### src/lsr_defs.svh
// Register offsets, field widths, reset values and timing counts of the LED status register bank.
`ifndef LSR_DEFS_SVH
`define LSR_DEFS_SVH

// Register byte offsets.
`define LSR_ADDR_EN_HI 8'h00
`define LSR_ADDR_EN_LO 8'h01
`define LSR_ADDR_SINK8 8'h2d
`define LSR_ADDR_SINK9 8'h2e
`define LSR_ADDR_SINK10 8'h2f
`define LSR_ADDR_GEN_HI 8'h30
`define LSR_ADDR_GEN_LO 8'h31
`define LSR_ADDR_BAND_HI 8'h32
`define LSR_ADDR_BAND_LO 8'h33
`define LSR_ADDR_GND_HI 8'h34
`define LSR_ADDR_GND_LO 8'h35
`define LSR_ADDR_STR_HI 8'h36
`define LSR_ADDR_STR_LO 8'h37
`define LSR_ADDR_HGEN_HI 8'h38
`define LSR_ADDR_HGEN_LO 8'h39
`define LSR_ADDR_HBAND_HI 8'h3a
`define LSR_ADDR_HBAND_LO 8'h3b
`define LSR_ADDR_HGND_HI 8'h3c
`define LSR_ADDR_HGND_LO 8'h3d
`define LSR_ADDR_HSTR_HI 8'h3e
`define LSR_ADDR_HSTR_LO 8'h3f
`define LSR_ADDR_DOK_HI 8'h40
`define LSR_ADDR_DOK_LO 8'h41
`define LSR_ADDR_HDOK_HI 8'h42
`define LSR_ADDR_HDOK_LO 8'h43

// Field widths.
`define LSR_CHANNELS 10
`define LSR_GEN_FAULTS 12
`define LSR_SINK_W 6

// Reset values.
`define LSR_EN_RESET 10'h3ff
`define LSR_SINK_RESET 6'h1f

// Cycles after reset before the synchronised straps are trusted.
`define LSR_SETTLE_CYCLES 3'h4

`endif

### src/lsr_pkg.sv
// Types shared by the LED status register bank.
`default_nettype none

package lsr_pkg;

  // Startup sequencing states.
  typedef enum logic [1:0] {
    lsr_st_settle,
    lsr_st_check,
    lsr_st_run,
    lsr_st_blocked
  } lsr_state_type;

endpackage : lsr_pkg

`default_nettype wire

### src/lsr_regs.sv
// LED driver status, sink level and channel enable register bank with its helpers.
//
// Function
// Channels 8-10 sink level, six bits, reset 0x1f.
// Twelve live general faults, read-only high/low pair.
// Live in-regulation flags, ten channels, read-only.
// Live pin-to-ground short flags, ten channels, read-only.
// Live drive-OK flags, ten channels, read-only.
// Held bits stay set; written one clears.
// Held in-regulation copies for ten channels.
// Held pin-to-ground short flags for ten channels.
// Held string short flags for ten channels.
// Held drive-OK flags, cleared by written one.
// Enable value spans two bytes, high first.
// Enable bits 9,8 drive channels 10,9; reset one.
// Unpopulated yet enabled channel blocks startup, flags fault.
// Enable bits 7-0 drive channels 8-1; reset one.
// Unused bits read zero, writes there ignored.
// Held bits latch same cycle; set beats clear.
`include "lsr_defs.svh"
`default_nettype none

// Three-stage synchroniser; the filtered value moves only when stages two and three agree.
module lsr_sync #(
  parameter int W = 1
) (
  input wire logic clk,
  input wire logic resetn,
  input wire logic [W-1:0] async_in,
  output logic [W-1:0] filt,
  output logic [W-1:0] next_filt
);
  logic [W-1:0] s1;
  logic [W-1:0] s2;
  logic [W-1:0] s3;

  // Stage one feeds only stage two, so no logic sees a metastable value.
  always_ff @(posedge clk or negedge resetn) begin
    if (!resetn) begin
      s1 <= '0;
      s2 <= '0;
      s3 <= '0;
      filt <= '0;
    end else begin
      s1 <= async_in;
      s2 <= s1;
      s3 <= s2;
      filt <= next_filt;
    end
  end

  // Each bit takes the agreed value and otherwise holds.
  assign next_filt = (~(s2 ^ s3) & s3) | ((s2 ^ s3) & filt);
endmodule : lsr_sync

// A bank of held flags, set by a live condition and cleared by writing ones.
module lsr_held #(
  parameter int W = 10
) (
  input wire logic clk,
  input wire logic resetn,
  input wire logic [W-1:0] set_in,
  input wire logic [W-1:0] clear_in,
  output logic [W-1:0] held
);
  logic [W-1:0] next_held;

  // The set term is ORed last so an event in the clearing cycle survives.
  assign next_held = (held & ~clear_in) | set_in;

  always_ff @(posedge clk or negedge resetn) begin
    if (!resetn) begin
      held <= '0;
    end else begin
      held <= next_held;
    end
  end
endmodule : lsr_held

module lsr_regs
  import lsr_pkg::*;
(
  input wire logic clk,
  input wire logic resetn,
  input wire logic [7:0] reg_addr,
  input wire logic [7:0] reg_wdata,
  input wire logic reg_wr,
  input wire logic reg_rd,
  output logic [7:0] reg_rdata,
  input wire logic [11:0] general_fault_in,
  input wire logic [9:0] in_band_in,
  input wire logic [9:0] pin_ground_in,
  input wire logic [9:0] string_short_in,
  input wire logic [9:0] drive_ok_in,
  input wire logic [9:0] unpopulated_in,
  output logic [9:0] channel_enable,
  output logic [5:0] sink_level_ch8,
  output logic [5:0] sink_level_ch9,
  output logic [5:0] sink_level_ch10,
  output logic startup_done,
  output logic startup_fault
);
  logic [11:0] live_general_fault_flag;
  logic [11:0] next_general;
  logic [9:0] live_in_band_flag;
  logic [9:0] next_band;
  logic [9:0] live_pin_ground_short_flag;
  logic [9:0] next_gnd;
  logic [9:0] live_string_short_flag;
  logic [9:0] next_str;
  logic [9:0] live_drive_ok_flag;
  logic [9:0] next_dok;
  logic [9:0] unpopulated;
  logic [11:0] held_general_fault_flag;
  logic [9:0] held_in_band_flag;
  logic [9:0] held_pin_ground_short_flag;
  logic [9:0] held_string_short_flag;
  logic [9:0] held_drive_ok_flag;
  lsr_state_type state;
  lsr_state_type next_state;
  logic [2:0] settle_count;
  logic enable_conflict;
  logic [7:0] next_rdata;

  // Analog detector outputs arrive unsynchronised, so each group is filtered.
  lsr_sync #(.W(`LSR_GEN_FAULTS)) u_sync_gen (
    .clk(clk),
    .resetn(resetn),
    .async_in(general_fault_in),
    .filt(live_general_fault_flag),
    .next_filt(next_general)
  );
  lsr_sync #(.W(`LSR_CHANNELS)) u_sync_band (
    .clk(clk),
    .resetn(resetn),
    .async_in(in_band_in),
    .filt(live_in_band_flag),
    .next_filt(next_band)
  );
  lsr_sync #(.W(`LSR_CHANNELS)) u_sync_gnd (
    .clk(clk),
    .resetn(resetn),
    .async_in(pin_ground_in),
    .filt(live_pin_ground_short_flag),
    .next_filt(next_gnd)
  );
  lsr_sync #(.W(`LSR_CHANNELS)) u_sync_str (
    .clk(clk),
    .resetn(resetn),
    .async_in(string_short_in),
    .filt(live_string_short_flag),
    .next_filt(next_str)
  );
  lsr_sync #(.W(`LSR_CHANNELS)) u_sync_dok (
    .clk(clk),
    .resetn(resetn),
    .async_in(drive_ok_in),
    .filt(live_drive_ok_flag),
    .next_filt(next_dok)
  );
  lsr_sync #(.W(`LSR_CHANNELS)) u_sync_strap (
    .clk(clk),
    .resetn(resetn),
    .async_in(unpopulated_in),
    .filt(unpopulated),
    .next_filt()
  );

  // Write strobes per register.
  wire wr_en_hi = reg_wr && (reg_addr == `LSR_ADDR_EN_HI);
  wire wr_en_lo = reg_wr && (reg_addr == `LSR_ADDR_EN_LO);
  wire wr_sink8 = reg_wr && (reg_addr == `LSR_ADDR_SINK8);
  wire wr_sink9 = reg_wr && (reg_addr == `LSR_ADDR_SINK9);
  wire wr_sink10 = reg_wr && (reg_addr == `LSR_ADDR_SINK10);
  wire wr_hgen_hi = reg_wr && (reg_addr == `LSR_ADDR_HGEN_HI);
  wire wr_hgen_lo = reg_wr && (reg_addr == `LSR_ADDR_HGEN_LO);
  wire wr_hband_hi = reg_wr && (reg_addr == `LSR_ADDR_HBAND_HI);
  wire wr_hband_lo = reg_wr && (reg_addr == `LSR_ADDR_HBAND_LO);
  wire wr_hgnd_hi = reg_wr && (reg_addr == `LSR_ADDR_HGND_HI);
  wire wr_hgnd_lo = reg_wr && (reg_addr == `LSR_ADDR_HGND_LO);
  wire wr_hstr_hi = reg_wr && (reg_addr == `LSR_ADDR_HSTR_HI);
  wire wr_hstr_lo = reg_wr && (reg_addr == `LSR_ADDR_HSTR_LO);
  wire wr_hdok_hi = reg_wr && (reg_addr == `LSR_ADDR_HDOK_HI);
  wire wr_hdok_lo = reg_wr && (reg_addr == `LSR_ADDR_HDOK_LO);

  // Clear masks keep only implemented bit positions, so unused bits never matter.
  wire [11:0] clr_gen = {wr_hgen_hi ? reg_wdata[3:0] : 4'h0,
                         wr_hgen_lo ? reg_wdata : 8'h00};
  wire [9:0] clr_band = {wr_hband_hi ? reg_wdata[1:0] : 2'h0,
                         wr_hband_lo ? reg_wdata : 8'h00};
  wire [9:0] clr_gnd = {wr_hgnd_hi ? reg_wdata[1:0] : 2'h0,
                        wr_hgnd_lo ? reg_wdata : 8'h00};
  wire [9:0] clr_str = {wr_hstr_hi ? reg_wdata[1:0] : 2'h0,
                        wr_hstr_lo ? reg_wdata : 8'h00};
  wire [9:0] clr_dok = {wr_hdok_hi ? reg_wdata[1:0] : 2'h0,
                        wr_hdok_lo ? reg_wdata : 8'h00};

  // Held banks take the next live value so they latch in the same edge as the live flag.
  lsr_held #(.W(`LSR_GEN_FAULTS)) u_held_gen (
    .clk(clk),
    .resetn(resetn),
    .set_in(next_general),
    .clear_in(clr_gen),
    .held(held_general_fault_flag)
  );
  lsr_held #(.W(`LSR_CHANNELS)) u_held_band (
    .clk(clk),
    .resetn(resetn),
    .set_in(next_band),
    .clear_in(clr_band),
    .held(held_in_band_flag)
  );
  lsr_held #(.W(`LSR_CHANNELS)) u_held_gnd (
    .clk(clk),
    .resetn(resetn),
    .set_in(next_gnd),
    .clear_in(clr_gnd),
    .held(held_pin_ground_short_flag)
  );
  lsr_held #(.W(`LSR_CHANNELS)) u_held_str (
    .clk(clk),
    .resetn(resetn),
    .set_in(next_str),
    .clear_in(clr_str),
    .held(held_string_short_flag)
  );
  lsr_held #(.W(`LSR_CHANNELS)) u_held_dok (
    .clk(clk),
    .resetn(resetn),
    .set_in(next_dok),
    .clear_in(clr_dok),
    .held(held_drive_ok_flag)
  );

  // Enable and sink level writes; only the documented field bits are stored.
  always_ff @(posedge clk or negedge resetn) begin
    if (!resetn) begin
      channel_enable <= `LSR_EN_RESET;
      sink_level_ch8 <= `LSR_SINK_RESET;
      sink_level_ch9 <= `LSR_SINK_RESET;
      sink_level_ch10 <= `LSR_SINK_RESET;
    end else begin
      if (wr_en_hi) begin
        channel_enable[9:8] <= reg_wdata[1:0];
      end
      if (wr_en_lo) begin
        channel_enable[7:0] <= reg_wdata;
      end
      if (wr_sink8) begin
        sink_level_ch8 <= reg_wdata[5:0];
      end
      if (wr_sink9) begin
        sink_level_ch9 <= reg_wdata[5:0];
      end
      if (wr_sink10) begin
        sink_level_ch10 <= reg_wdata[5:0];
      end
    end
  end

  // Read bytes; the bits above each field are tied low so unused positions read zero.
  wire [7:0] rd_en_hi = {6'h00, channel_enable[9:8]};
  wire [7:0] rd_en_lo = channel_enable[7:0];
  wire [7:0] rd_sink8 = {2'h0, sink_level_ch8};
  wire [7:0] rd_sink9 = {2'h0, sink_level_ch9};
  wire [7:0] rd_sink10 = {2'h0, sink_level_ch10};
  wire [7:0] rd_gen_hi = {4'h0, live_general_fault_flag[11:8]};
  wire [7:0] rd_gen_lo = live_general_fault_flag[7:0];
  wire [7:0] rd_band_hi = {6'h00, live_in_band_flag[9:8]};
  wire [7:0] rd_band_lo = live_in_band_flag[7:0];
  wire [7:0] rd_gnd_hi = {6'h00, live_pin_ground_short_flag[9:8]};
  wire [7:0] rd_gnd_lo = live_pin_ground_short_flag[7:0];
  wire [7:0] rd_str_hi = {6'h00, live_string_short_flag[9:8]};
  wire [7:0] rd_str_lo = live_string_short_flag[7:0];
  wire [7:0] rd_hgen_hi = {4'h0, held_general_fault_flag[11:8]};
  wire [7:0] rd_hgen_lo = held_general_fault_flag[7:0];
  wire [7:0] rd_hband_hi = {6'h00, held_in_band_flag[9:8]};
  wire [7:0] rd_hband_lo = held_in_band_flag[7:0];
  wire [7:0] rd_hgnd_hi = {6'h00, held_pin_ground_short_flag[9:8]};
  wire [7:0] rd_hgnd_lo = held_pin_ground_short_flag[7:0];
  wire [7:0] rd_hstr_hi = {6'h00, held_string_short_flag[9:8]};
  wire [7:0] rd_hstr_lo = held_string_short_flag[7:0];
  wire [7:0] rd_dok_hi = {6'h00, live_drive_ok_flag[9:8]};
  wire [7:0] rd_dok_lo = live_drive_ok_flag[7:0];
  wire [7:0] rd_hdok_hi = {6'h00, held_drive_ok_flag[9:8]};
  wire [7:0] rd_hdok_lo = held_drive_ok_flag[7:0];

  // Read selection; an unmapped offset reads zero rather than a stale byte.
  assign next_rdata =
    (reg_addr == `LSR_ADDR_EN_HI) ? rd_en_hi :
    (reg_addr == `LSR_ADDR_EN_LO) ? rd_en_lo :
    (reg_addr == `LSR_ADDR_SINK8) ? rd_sink8 :
    (reg_addr == `LSR_ADDR_SINK9) ? rd_sink9 :
    (reg_addr == `LSR_ADDR_SINK10) ? rd_sink10 :
    (reg_addr == `LSR_ADDR_GEN_HI) ? rd_gen_hi :
    (reg_addr == `LSR_ADDR_GEN_LO) ? rd_gen_lo :
    (reg_addr == `LSR_ADDR_BAND_HI) ? rd_band_hi :
    (reg_addr == `LSR_ADDR_BAND_LO) ? rd_band_lo :
    (reg_addr == `LSR_ADDR_GND_HI) ? rd_gnd_hi :
    (reg_addr == `LSR_ADDR_GND_LO) ? rd_gnd_lo :
    (reg_addr == `LSR_ADDR_STR_HI) ? rd_str_hi :
    (reg_addr == `LSR_ADDR_STR_LO) ? rd_str_lo :
    (reg_addr == `LSR_ADDR_HGEN_HI) ? rd_hgen_hi :
    (reg_addr == `LSR_ADDR_HGEN_LO) ? rd_hgen_lo :
    (reg_addr == `LSR_ADDR_HBAND_HI) ? rd_hband_hi :
    (reg_addr == `LSR_ADDR_HBAND_LO) ? rd_hband_lo :
    (reg_addr == `LSR_ADDR_HGND_HI) ? rd_hgnd_hi :
    (reg_addr == `LSR_ADDR_HGND_LO) ? rd_hgnd_lo :
    (reg_addr == `LSR_ADDR_HSTR_HI) ? rd_hstr_hi :
    (reg_addr == `LSR_ADDR_HSTR_LO) ? rd_hstr_lo :
    (reg_addr == `LSR_ADDR_DOK_HI) ? rd_dok_hi :
    (reg_addr == `LSR_ADDR_DOK_LO) ? rd_dok_lo :
    (reg_addr == `LSR_ADDR_HDOK_HI) ? rd_hdok_hi :
    (reg_addr == `LSR_ADDR_HDOK_LO) ? rd_hdok_lo :
    8'h00;

  // Read data is registered so the bus sees a steady byte one cycle after the strobe.
  always_ff @(posedge clk or negedge resetn) begin
    if (!resetn) begin
      reg_rdata <= 8'h00;
    end else if (reg_rd) begin
      reg_rdata <= next_rdata;
    end
  end

  // An unpopulated channel left enabled stops startup.
  assign enable_conflict = |(unpopulated & channel_enable);

  // Startup waits for the strap filters to settle before it judges the straps.
  // The blocked state rechecks every cycle, so correcting the enables lets startup go on.
  always_comb begin
    next_state = state;
    case (state)
      lsr_st_settle: begin
        if (settle_count == `LSR_SETTLE_CYCLES) begin
          next_state = lsr_st_check;
        end
      end
      lsr_st_check: begin
        next_state = enable_conflict ? lsr_st_blocked : lsr_st_run;
      end
      lsr_st_run: begin
        next_state = lsr_st_run;
      end
      lsr_st_blocked: begin
        next_state = enable_conflict ? lsr_st_blocked : lsr_st_run;
      end
      default: begin
        next_state = lsr_st_settle;
      end
    endcase
  end

  always_ff @(posedge clk or negedge resetn) begin
    if (!resetn) begin
      state <= lsr_st_settle;
      settle_count <= 3'h0;
      startup_done <= 1'b0;
      startup_fault <= 1'b0;
    end else begin
      state <= next_state;
      if (state == lsr_st_settle) begin
        settle_count <= settle_count + 3'h1;
      end
      startup_done <= (next_state == lsr_st_run);
      startup_fault <= (next_state == lsr_st_blocked);
    end
  end
endmodule : lsr_regs

`default_nettype wire

### config.mk
export PLATFORM = sky130hd
export DESIGN_NAME = lsr_regs
export DESIGN_NICKNAME = d
export VERILOG_FILES = /design/src/lsr_pkg.sv /design/src/lsr_regs.sv
export VERILOG_INCLUDE_DIRS = /design/src
export SDC_FILE = /design/constraint.sdc
export NUM_CORES = 1
export LEC_CHECK = 0
export BUFFER_PORTS_ARGS = -buffer_cell sky130_fd_sc_hd__buf_4
export CORE_AREA = 2 2 167 169
export CTS_CLUSTER_SIZE = 16
export DETAILED_ROUTE_END_ITERATION = 10
export DIE_AREA = 0 0 169 171
export HOLD_SLACK_MARGIN = 0.05
export SLEW_MARGIN = 20
export SYNTH_ARGS = -nofsm -noshare
export SYNTH_HDL_FRONTEND = slang
export SYNTH_SLANG_ARGS = --single-unit
### constraint.sdc
create_clock -name clk -period 3.5 [get_ports clk]
set_input_delay 0.175 -clock clk [delete_from_list [all_inputs] [get_ports clk]]
set_output_delay 0.175 -clock clk [all_outputs]
set_load 0.05 [all_outputs]
## Word level (Yosys, flattened, before mapping)

Cells that the tools add are included.
W data, S select, Z words.

| storage, ports and cells | value |
|---|---|
| word-level logic and storage cells | 173 |
| flip-flop bits (word level) | 343 |
| output and inout bits | 38 |
| bits of input ports | 82 |

| operators by class | value |
|---|---|
| reduce and logical (&&, ||, !) cells | 19 |
| equality and inequality tests | 30 |
| bitwise gates (word level) | 46 |
| add/subtract/negate cells | 1 |
| multiplexer cells | 38 |

Operator list:

| cell | count |
|---|---|
| $mux W8 | 30 |
| $eq A8 B6 Y1 const B | 19 |
| $and A10 B10 Y10 | 15 |
| $not A10 Y10 | 9 |
| $or A10 B10 Y10 | 9 |
| $xor A10 B10 Y10 | 5 |
| $and A12 B12 Y12 | 3 |
| $eq A8 B7 Y1 const B | 4 |
| $not A12 Y12 | 2 |
| $or A12 B12 Y12 | 2 |
| $logic_and A1 B1 Y1 | 15 |
| $xor A12 B12 Y12 | 1 |
| $mux W2 | 5 |
| $reduce_or A10 Y1 | 1 |
| $eq A2 B2 Y1 const B | 4 |
| $eq A8 B1 Y1 const B | 1 |
| $logic_not A8 Y1 | 1 |
| $pmux W2 S3 | 1 |
| $mux W4 | 1 |
| $add A3 B1 Y3 const B | 1 |
| $eq A3 B3 Y1 const B | 1 |
| $eq A2 B1 Y1 const B | 1 |
| $logic_not A2 Y1 | 1 |
| $reduce_or A2 Y1 | 1 |
| $mux W1 | 1 |

## Logic depth before layout (Yosys ltp)

Gate-level depths: netlist of run 1.

| logic depth | value |
|---|---|
| depth in word-level cells | 26 |
| depth in mapped cells | 9 |
| depth with buffers taken out | 6 |

## By module

Synthesis of run 1 repeated with hierarchy kept, for this count alone.

| unflattened totals | value |
|---|---|
| cell total of the unflattened synthesis | 902 |
| area total of the unflattened synthesis | 12,519.5 sq um |

By module, submodules not included:

| module | cells an instance | area an instance (sq um) | times used | seq. area each (sq um) |
|---|---|---|---|---|
| lsr_sync at u_sync_band ... | 50 | 1,113.6 | 5 | 1,001.0 |
| lsr_regs | 436 | 3,728.6 | 1 | 1,107.3 |
| lsr_held at u_held_band ... | 30 | 362.8 | 4 | 250.2 |
| lsr_sync at u_sync_gen | 60 | 1,336.3 | 1 | 1,201.2 |
| lsr_held at u_held_gen | 36 | 435.4 | 1 | 300.3 |

## Worst setup path after synthesis of run 1

OpenSTA, ideal clock, no wires.

| timing path | value |
|---|---|
| kind | in2reg |
| start | input reg_addr[7] |
| end | register reg_rdata[0] |
| stages on the path | 8 |
| buffers on the path | 2 |
| setup slack | 1,625 ps |
| library setup time | 82 ps |
| required time | 3,418 ps |
| arrival time | 1,793 ps |
| path through | buf_6 and4bb_1 buf_6 nand2_4 or4_1 o311a_1 a221o_1 a31oi_1 |

| on the way | value |
|---|---|
| cells in the longest elaborated chain, start to end | 26 |
| elaborated cells between the ends (all ways) | 50 |
| classes of those cells | eq/ne: 24; mux: 25; reduce/logical: 1 |

RTL lines:

| item | RTL line | text |
|---|---|---|
| start, declared | lsr_regs.sv:85 | `input wire logic [7:0] reg_addr,` |
| $eq A8 B7 Y1 (no source line) | - |  |
| $mux W8 | lsr_regs.sv:314 | `` (reg_addr == `LSR_ADDR_HDOK_LO) ? rd_hdok_lo : `` |
| $mux W8 | lsr_regs.sv:313 | `` (reg_addr == `LSR_ADDR_HDOK_HI) ? rd_hdok_hi : `` |
| $mux W8 | lsr_regs.sv:312 | `` (reg_addr == `LSR_ADDR_DOK_LO) ? rd_dok_lo : `` |
| $mux W8 | lsr_regs.sv:311 | `` (reg_addr == `LSR_ADDR_DOK_HI) ? rd_dok_hi : `` |
| $mux W8 | lsr_regs.sv:310 | `` (reg_addr == `LSR_ADDR_HSTR_LO) ? rd_hstr_lo : `` |
| $mux W8 | lsr_regs.sv:309 | `` (reg_addr == `LSR_ADDR_HSTR_HI) ? rd_hstr_hi : `` |
| $mux W8 | lsr_regs.sv:308 | `` (reg_addr == `LSR_ADDR_HGND_LO) ? rd_hgnd_lo : `` |
| (+10 left out) | - |  |
| $mux W8 | lsr_regs.sv:297 | `` (reg_addr == `LSR_ADDR_BAND_HI) ? rd_band_hi : `` |
| $mux W8 | lsr_regs.sv:296 | `` (reg_addr == `LSR_ADDR_GEN_LO) ? rd_gen_lo : `` |
| $mux W8 | lsr_regs.sv:295 | `` (reg_addr == `LSR_ADDR_GEN_HI) ? rd_gen_hi : `` |
| $mux W8 | lsr_regs.sv:294 | `` (reg_addr == `LSR_ADDR_SINK10) ? rd_sink10 : `` |
| $mux W8 | lsr_regs.sv:293 | `` (reg_addr == `LSR_ADDR_SINK9) ? rd_sink9 : `` |
| $mux W8 | lsr_regs.sv:292 | `` (reg_addr == `LSR_ADDR_SINK8) ? rd_sink8 : `` |
| $mux W8 | lsr_regs.sv:291 | `` (reg_addr == `LSR_ADDR_EN_LO) ? rd_en_lo : `` |
| $mux W8 * | lsr_regs.sv:290 | `` (reg_addr == `LSR_ADDR_EN_HI) ? rd_en_hi : `` |
| end signal, assigned | lsr_regs.sv:322 | `reg_rdata <= next_rdata;` |
| end, declared | lsr_regs.sv:89 | `output logic [7:0] reg_rdata,` |

Every way passes the cells marked *; elsewhere a longest branch is shown, timed or not.
A chain may end at the register's enable or synchronous reset.

## Final worst setup path of run 1

| timing path | value |
|---|---|
| start | input reg_addr[6] |
| end | register reg_rdata[0] |

Same word-level chain as after synthesis.

==> metrics.txt, run 1 <==
share of final-layout standard cells stronger than drive strength 1=between 20 and 25%; Die Y=171 um; detailed-routing iteration count for the pre-antenna-repair pass=5; Hold Violations, Final=0; slew at the pin closest to its max-slew limit=0.8968 ns; Syn-to-layout area delta=27.56%; setup repair after global routing missed its margin=false; post-route setup TNS=0 ns; number of vias per cell after detailed routing=5.275; via count=between 7000 and 8000; count of boundary I/O pins=120; type of the worst setup path=primary input to register; worst-case headroom to the max-slew limit=40.18%; proportion of synthesized chip area in sequential cells=71.99%; aggregate global-route resource usage=20.93%; clock tree from TritonCTS=done; post-DP HPWL=19790 um; overflow left after global routing=0; DR iter-0 viols=427; EDFF count, synth=0; row count=slightly above 60; count of buffers added by post-CTS timing repair for setup=0; Main synth FF type=sky130_fd_sc_hd__dfrtp_1; Clock Pin Slew Worst Setup and Hold Paths=0.06 ns; synthesized instance count=826; Syn. warnings=0; library cells used by synthesis=65; PostCTS Resize Cnt=0; clock latency of the later-clocked register in the worst-skew pair=0.52 ns; largest cells by area after synthesis=sky130_fd_sc_hd__dfrtp_1 66%, sky130_fd_sc_hd__dfstp_2 5.5%, sky130_fd_sc_hd__maj3_1 5.2%; share of the synthesized area in the top cell type=66.50%; maximum vdd drop=roughly 370 uV; CP max stage delay=0.80 ns; cells traversed along the worst timing path=buf_4 > nand4bb_1 > nor2_1 > o211ai_1 > a211o_1 > a221o_1 > a31oi_1; final number of setup-violating endpoints=0; TritonCTS Sinks=343; Placed Area=13250 sq um; Initial Util=43.80%; run status=completed; Final Max Tran Viols=0; number of antenna violations at the first check in global routing=1; post-synthesis net count=between 900 and 1000; Clock Skew=0.009767 ns; library cell with the largest summed area after synthesis=sky130_fd_sc_hd__dfrtp_1; cell family with the largest share of critical-path delay=simple AND/OR/NAND/NOR gates; Routed wire per std cell=21.01 um; total non-filler cell area in the finished layout=15260 sq um; class of the worst hold path=primary input to register; DIE AREA=between 20000 and 30000 sq um; Synth Area per Inst=14.49 sq um; worst path buffer plus inverter count=1; core region area=27320 sq um; Post-Route WL=29460 um; startpoint types=primary input; slowest stage cell on the critical path=sky130_fd_sc_hd__nor2_1; number of synthesized register bits=about 340; CTS root buffer=sky130_fd_sc_hd__clkbuf_16; critical-path maximum fanout=12; Net count, final=1114; combined area of all synthesized cells=roughly 12000 sq um; Leak=6.357 nW; required arrival time at the worst endpoint=3.94 ns; Filler Cell Count=about 2300; CTS H-tree depth=2; endpoint kind of the worst setup timing path=register; ratio of final minimum period to clock period=61.67%; Placer Congestion=0.8670; pin count of the biggest net entering global routing=105; DRC Markers=0; share of flip-flops with an asynchronous set or reset=100.0%; number of global-route vias before repair=7645; global-route wire length before repair=roughly 46000 um; crit path DAT=2.60 ns; maximum clock frequency=463.3 MHz; Detail Route Antenna Nets=0; reported max-cap violation count=0; count of input and output buffers=119; power density of the placed cells=586.6 nW/um^2; total power=0.008954 W; clock buffers created by TritonCTS=36; Antenna Diode Count=0; Min Clock Period, post-route=2.159 ns; width of the die=roughly 170 um; largest buffer count on any clock path=3
[routing by layer]
metal  share of wire (%)  track usage [%]  vias up
met5                   0                0        -
met4                 2.3            6.317        0
met3                 4.4            3.424       45
met2                  46            32.68      200
met1                  47            30.45     3797
li1                    -                -     3354
[kinds of logic after synthesis]
group                      share of synthesized area, %
xor gates and xnor gates                         0.1464
adders and majority gates                         5.395
AOI/OAI and AO/OA                                 9.557
muxes                                             4.601
buffers and inverters                             1.673
and+or+nand+nor                                   6.639
DFF                                               71.99
[cell usage after synthesis, types with 2 or more instances]
master                        n
sky130_fd_sc_hd__a2111oi_0    3
sky130_fd_sc_hd__a211oi_1     4
sky130_fd_sc_hd__a21boi_0     2
sky130_fd_sc_hd__a21o_1      53
sky130_fd_sc_hd__a21oi_1     24
sky130_fd_sc_hd__a221o_1      2
sky130_fd_sc_hd__a221oi_1     5
sky130_fd_sc_hd__a22o_1       3
sky130_fd_sc_hd__a22oi_1     12
sky130_fd_sc_hd__a311o_1      2
sky130_fd_sc_hd__a31oi_1      9
sky130_fd_sc_hd__a32oi_1      5
sky130_fd_sc_hd__and2_1       3
sky130_fd_sc_hd__and3_1      10
sky130_fd_sc_hd__buf_2        8
sky130_fd_sc_hd__buf_6        2
sky130_fd_sc_hd__clkbuf_1    25
sky130_fd_sc_hd__clkbuf_2     2
sky130_fd_sc_hd__dfrtp_1    318
sky130_fd_sc_hd__dfstp_2     25
sky130_fd_sc_hd__ha_1         2
sky130_fd_sc_hd__inv_1        9
sky130_fd_sc_hd__maj3_1      62
sky130_fd_sc_hd__mux2_2      32
sky130_fd_sc_hd__mux2i_1     10
sky130_fd_sc_hd__mux4_2       4
sky130_fd_sc_hd__nand2_1     79
sky130_fd_sc_hd__nand2b_1     5
sky130_fd_sc_hd__nand3_1     15
sky130_fd_sc_hd__nand3b_1     2
sky130_fd_sc_hd__nand4_1      4
sky130_fd_sc_hd__nor2_1      20
sky130_fd_sc_hd__nor2b_1      5
sky130_fd_sc_hd__nor3_1       4
sky130_fd_sc_hd__nor4_1       4
sky130_fd_sc_hd__o21ai_0     12
sky130_fd_sc_hd__o21bai_1     2
sky130_fd_sc_hd__o22ai_1      8
sky130_fd_sc_hd__or4_1        3
sky130_fd_sc_hd__xnor2_1      2
[worst reg2reg max path: stages (launching register included)]
cell	delay [ns]
sky130_fd_sc_hd__dfrtp_1	0.38
sky130_fd_sc_hd__mux4_2	0.46
sky130_fd_sc_hd__a22oi_1	0.24
sky130_fd_sc_hd__a21oi_1	0.14
sky130_fd_sc_hd__o221ai_1	0.28
sky130_fd_sc_hd__a21oi_1	0.11
[worst paths after layout]
check	startpoint	end	slack [ns]	cells after the start
worst min-delay path	reg_addr[0]	reg_rdata[7]	0.16	3
min in group asynchronous	resetn	async pin	0.32	2
max in group asynchronous	resetn	u_sync_str.s1[2]	2.28	3
worst min register to register	u_sync_band.s1[2]	u_sync_band.s2[2]	0.34	0
worst max register to register	u_held_str.held[1]	reg_rdata[1]	1.76	5
worst max-delay path	reg_addr[6]	reg_rdata[0]	1.34	7
[area by class of cell]
class | instances | area (sq um) | area share (%)
Sequential cell | 343 | 8615 | 56.43
Timing Repair Buffer | 203 | 1752 | 11.48
Clock inverter | 17 | 255.2 | 1.672
Tap cell | 346 | 432.9 | 2.836
Multi-Input combinational cell | 437 | 3152 | 20.65
Inverter | 9 | 33.78 | 0.2213
Clock buffer | 47 | 1025 | 6.713
[where the power goes]
group,switching [W],leakage [nW],internal [W]
registers,0.000129,3.83,0.00418
clock network,0.00153,0.626,0.00252
logic,0.000347,1.90,0.000255
total,0.00200,6.36,0.00695
[repair_timing]
item	4_1_cts	5_1_grt
hold buffers	73	0
endpoints found under the hold margin	199	0
endpoints found under the setup margin	0	0
[registers in the layout, summed over array words and instances (netlist names), 12 cells and up, named ones only]
| register | count |
|---|---|
| u_sync_gen.s1 | 12 |
| u_held_gen.held | 12 |
| u_sync_gen.filt | 12 |
| u_sync_gen.s2 | 12 |
| u_sync_gen.s3 | 12 |
[metrics by stage]
stage,utilization (%),std cells,setup slack (ns),hold WS (ns)
detailed placement,48.51,1265,0.8630,0.2854
global placement,48.51,1265,0.8738,0.2784
global route,55.87,1402,1.237,0.1755
floorplan,-,826,1.625,-0.1206
CTS,55.87,1402,1.411,0.1514
finish,55.87,1402,1.342,0.1650
[placed cells by master, fill, tap and decap left out, types with 6 or more instances in the layout]
| cell | instances |
|---|---|
| sky130_fd_sc_hd__maj3_1 | 62 |
| sky130_fd_sc_hd__a22oi_1 | 12 |
| sky130_fd_sc_hd__and3_1 | 10 |
| sky130_fd_sc_hd__a31oi_1 | 9 |
| sky130_fd_sc_hd__bufinv_16 | 6 |
| sky130_fd_sc_hd__inv_1 | 9 |
| sky130_fd_sc_hd__dlygate4sd3_1 | 73 |
| sky130_fd_sc_hd__nor2_1 | 20 |
| sky130_fd_sc_hd__mux2_2 | 32 |
| sky130_fd_sc_hd__a21oi_1 | 24 |
| sky130_fd_sc_hd__clkbuf_16 | 38 |
| sky130_fd_sc_hd__nand2_1 | 79 |
| sky130_fd_sc_hd__dfstp_2 | 25 |
| sky130_fd_sc_hd__buf_4 | 126 |
| sky130_fd_sc_hd__nand3_1 | 15 |
| sky130_fd_sc_hd__clkinv_2 | 7 |
| sky130_fd_sc_hd__o22ai_1 | 8 |
| sky130_fd_sc_hd__dfrtp_1 | 318 |
| sky130_fd_sc_hd__a21o_1 | 53 |
| sky130_fd_sc_hd__mux2i_1 | 10 |
| sky130_fd_sc_hd__o21ai_0 | 12 |
No activity file was read; power rests on OpenSTA's default activity.
==> run 2: changes to the inputs <==
--- a/config.mk
+++ b/config.mk
@@ -12,6 +12,7 @@
 export DETAILED_ROUTE_END_ITERATION = 10
 export DIE_AREA = 0 0 169 171
 export HOLD_SLACK_MARGIN = 0.05
+export PLACE_DENSITY = 0.65
 export SLEW_MARGIN = 20
 export SYNTH_ARGS = -nofsm -noshare
 export SYNTH_HDL_FRONTEND = slang
==> constraint.sdc (replaced) <==
create_clock -name clk -period 1.7 [get_ports clk]
set_input_delay 0.085 -clock clk [delete_from_list [all_inputs] [get_ports clk]]
set_output_delay 0.085 -clock clk [all_outputs]
set_load 0.05 [all_outputs]
==> metrics.txt, run 2 (synthesized netlist as in run 1, its figures left out) <==
count of buffers added by post-CTS timing repair for setup=0 (unchanged); row count=61 (unchanged); clock latency of the later-clocked register in the worst-skew pair=0.52 ns (about the same); Filler Cell Count=2182 (-3.5%); CTS H-tree depth=2 (unchanged); largest buffer count on any clock path=3 (unchanged); CTS root buffer=sky130_fd_sc_hd__clkbuf_16; clock tree from TritonCTS=done; required arrival time at the worst endpoint=2.10 ns (-1.84 ns); DR iter-0 viols=635 (+49%); FF-to-FF End=reg_rdata[1]; via count=7804 (+5.5%); maximum clock frequency=597.3 MHz; pin count of the biggest net entering global routing=68 (-35%); Clock Pin Slew Worst Setup and Hold Paths=0.07 ns (about the same); slew at the pin closest to its max-slew limit=0.4861 ns (-0.4107 ns); commonest non-fill, non-tap cells in the layout=317 x sky130_fd_sc_hd__dfrtp_1, 229 x sky130_fd_sc_hd__buf_4, 79 x sky130_fd_sc_hd__nand2_1; class of the worst hold path=primary input to async pin; Detail Route Antenna Nets=0 (unchanged); TritonCTS Sinks=343 (unchanged); worst-case headroom to the max-slew limit=67.59% (+27 points); type of the worst setup path=register to register; number of antenna violations at the first check in global routing=0 (-1); startpoint types=register; count of boundary I/O pins=120 (unchanged); post-DP HPWL=21950 um (+11%); crit path DAT=2.07 ns (-0.53 ns); aggregate global-route resource usage=21.95% (+1.0 points); Post-Route WL=30880 um (+4.8%); endpoint kind of the worst setup timing path=register; post-route setup TNS=0 ns (unchanged); commonest non-fill, non-tap cell in the layout=sky130_fd_sc_hd__dfrtp_1; core region area=27320 sq um (unchanged); number of global-route vias before repair=8105 (+6.0%); number of vias per cell after detailed routing=5.172 (-2.0%); global-route wire length before repair=47720 um (+4.7%); share of final-layout standard cells stronger than drive strength 1=31.64% (+7.5 points); Routed wire per std cell=20.47 um (-2.6%); maximum vdd drop=673.9 uV (+80%); Die Y=171 um (unchanged); critical-path maximum fanout=2 (-10); first element of the critical path=u_held_str.held[1]; Final Max Tran Viols=0 (unchanged); Antenna Diode Count=0 (unchanged); Clock Skew=0.01553 ns (+0.005759 ns); width of the die=169 um (unchanged); ratio of final minimum period to clock period=slightly below 100%; area used by sequential logic in the layout=8616 sq um (about the same); setup repair after global routing missed its margin=true; Hold Violations, Final=0 (unchanged); multi-input combinational cell area=3198 sq um (+1.5%); clock buffers created by TritonCTS=36 (unchanged); r2r worst-path depth=6 (+1); total power=0.01812 W (+100%); Placed Area=14130 sq um (+6.6%); DIE AREA=28900 sq um (unchanged); run status=completed; reported max-cap violation count=0 (unchanged); Initial Util=43.80% (unchanged); setup slack, reg-to-reg=0.03 ns (-1.73 ns); R2R Path Start=u_held_str.held[1]; power density of the placed cells=1125 nW/um^2 (+92%); Placer Congestion=0.9090 (+4.8%); count of input and output buffers=119 (unchanged); overflow left after global routing=0 (unchanged); Syn-to-layout area delta=34.59%; total non-filler cell area in the finished layout=16110 sq um (+5.5%); detailed-routing iteration count for the pre-antenna-repair pass=5 (unchanged); DRC Markers=0 (unchanged); Net count, final=1222 (+9.7%); capturing element of the worst setup path=reg_rdata[1]; Leak=6.889 nW (+8.4%); Min Clock Period, post-route=1.674 ns; final number of setup-violating endpoints=0 (unchanged)
## run 2: cell count changes in the layout (fill, tap and decap cells not counted), moves of 2 or more
cell | before | now
sky130_fd_sc_hd__bufinv_16 | 6 | 3
sky130_fd_sc_hd__buf_12 | 3 | 8
sky130_fd_sc_hd__clkinv_2 | 7 | 9
sky130_fd_sc_hd__buf_4 | 126 | 229
## run 2: timing repair
item | in CTS | in global routing
setup endpoints to repair | 2 | 3
gates resized for setup | 2 | 7
hold buffers | 73 | 0
endpoints found under the hold margin | 466 | 0
pin swaps | 0 | 0
cloned | 0 | 0
## run 2: where the power goes
group	switching [W]	internal [W]
combinational	0.000761	0.000646
clock	0.00311	0.00472
sequential	0.000269	0.00861
## run 2: critical path, stage by stage, from the launching register on
cell,delay [ns]
sky130_fd_sc_hd__dfrtp_1,0.38
sky130_fd_sc_hd__mux4_2,0.50
sky130_fd_sc_hd__a22oi_2,0.19
sky130_fd_sc_hd__a21oi_1,0.09
sky130_fd_sc_hd__buf_4,0.14
sky130_fd_sc_hd__o221ai_4,0.16
sky130_fd_sc_hd__a21oi_2,0.09
## run 2: stage by stage
stage | cells | utilization, % | setup slack (ns) | hold WS [ns]
finish | 1509 | 58.94 | 0.02574 | 0.08476
global route | 1509 | 58.94 | -0.04371 | 0.1060
CTS | 1509 | 58.83 | 0.007073 | 0.08145
detailed placement | 1373 | 51.73 | -0.2239 | 0.03542
global placement | 1373 | 51.73 | -0.1890 | 0.03192
floorplan | 826 | - | -0.01573 | -0.2106
## run 2: metal layers
layer	vias to the layer above	GRT usage [%]	share of wire (%)
met5	-	0	0
met4	0	6.615	2.5
met3	57	3.077	4.3
met2	230	35.92	48
met1	3947	30.81	46
li1	3570	-	-
## run 2: how the worst min path moves through the flow
| stage | from | endpoint | slack, ns |
|---|---|---|---|
| after CTS | resetn | reg_rdata[6] | 0.08 |
| after floorplan | resetn | async pin | -0.21 |
| after detailed placement | resetn | async pin | 0.04 |
| after global placement | resetn | async pin | 0.03 |
| after global routing | resetn | u_sync_strap.s1[9] | 0.11 |
| final | resetn | u_sync_strap.s2[6] | 0.08 |
## run 2: layout make-up
class | count | area share [%]
sequential | 343 | 53.50
multi-input combinational | 437 | 19.86
timing repair buffer | 311 | 16.30
clock buffer | 47 | 6.363
tap | 346 | 2.688
clock inverter | 16 | 1.088
inverter | 9 | 0.2098
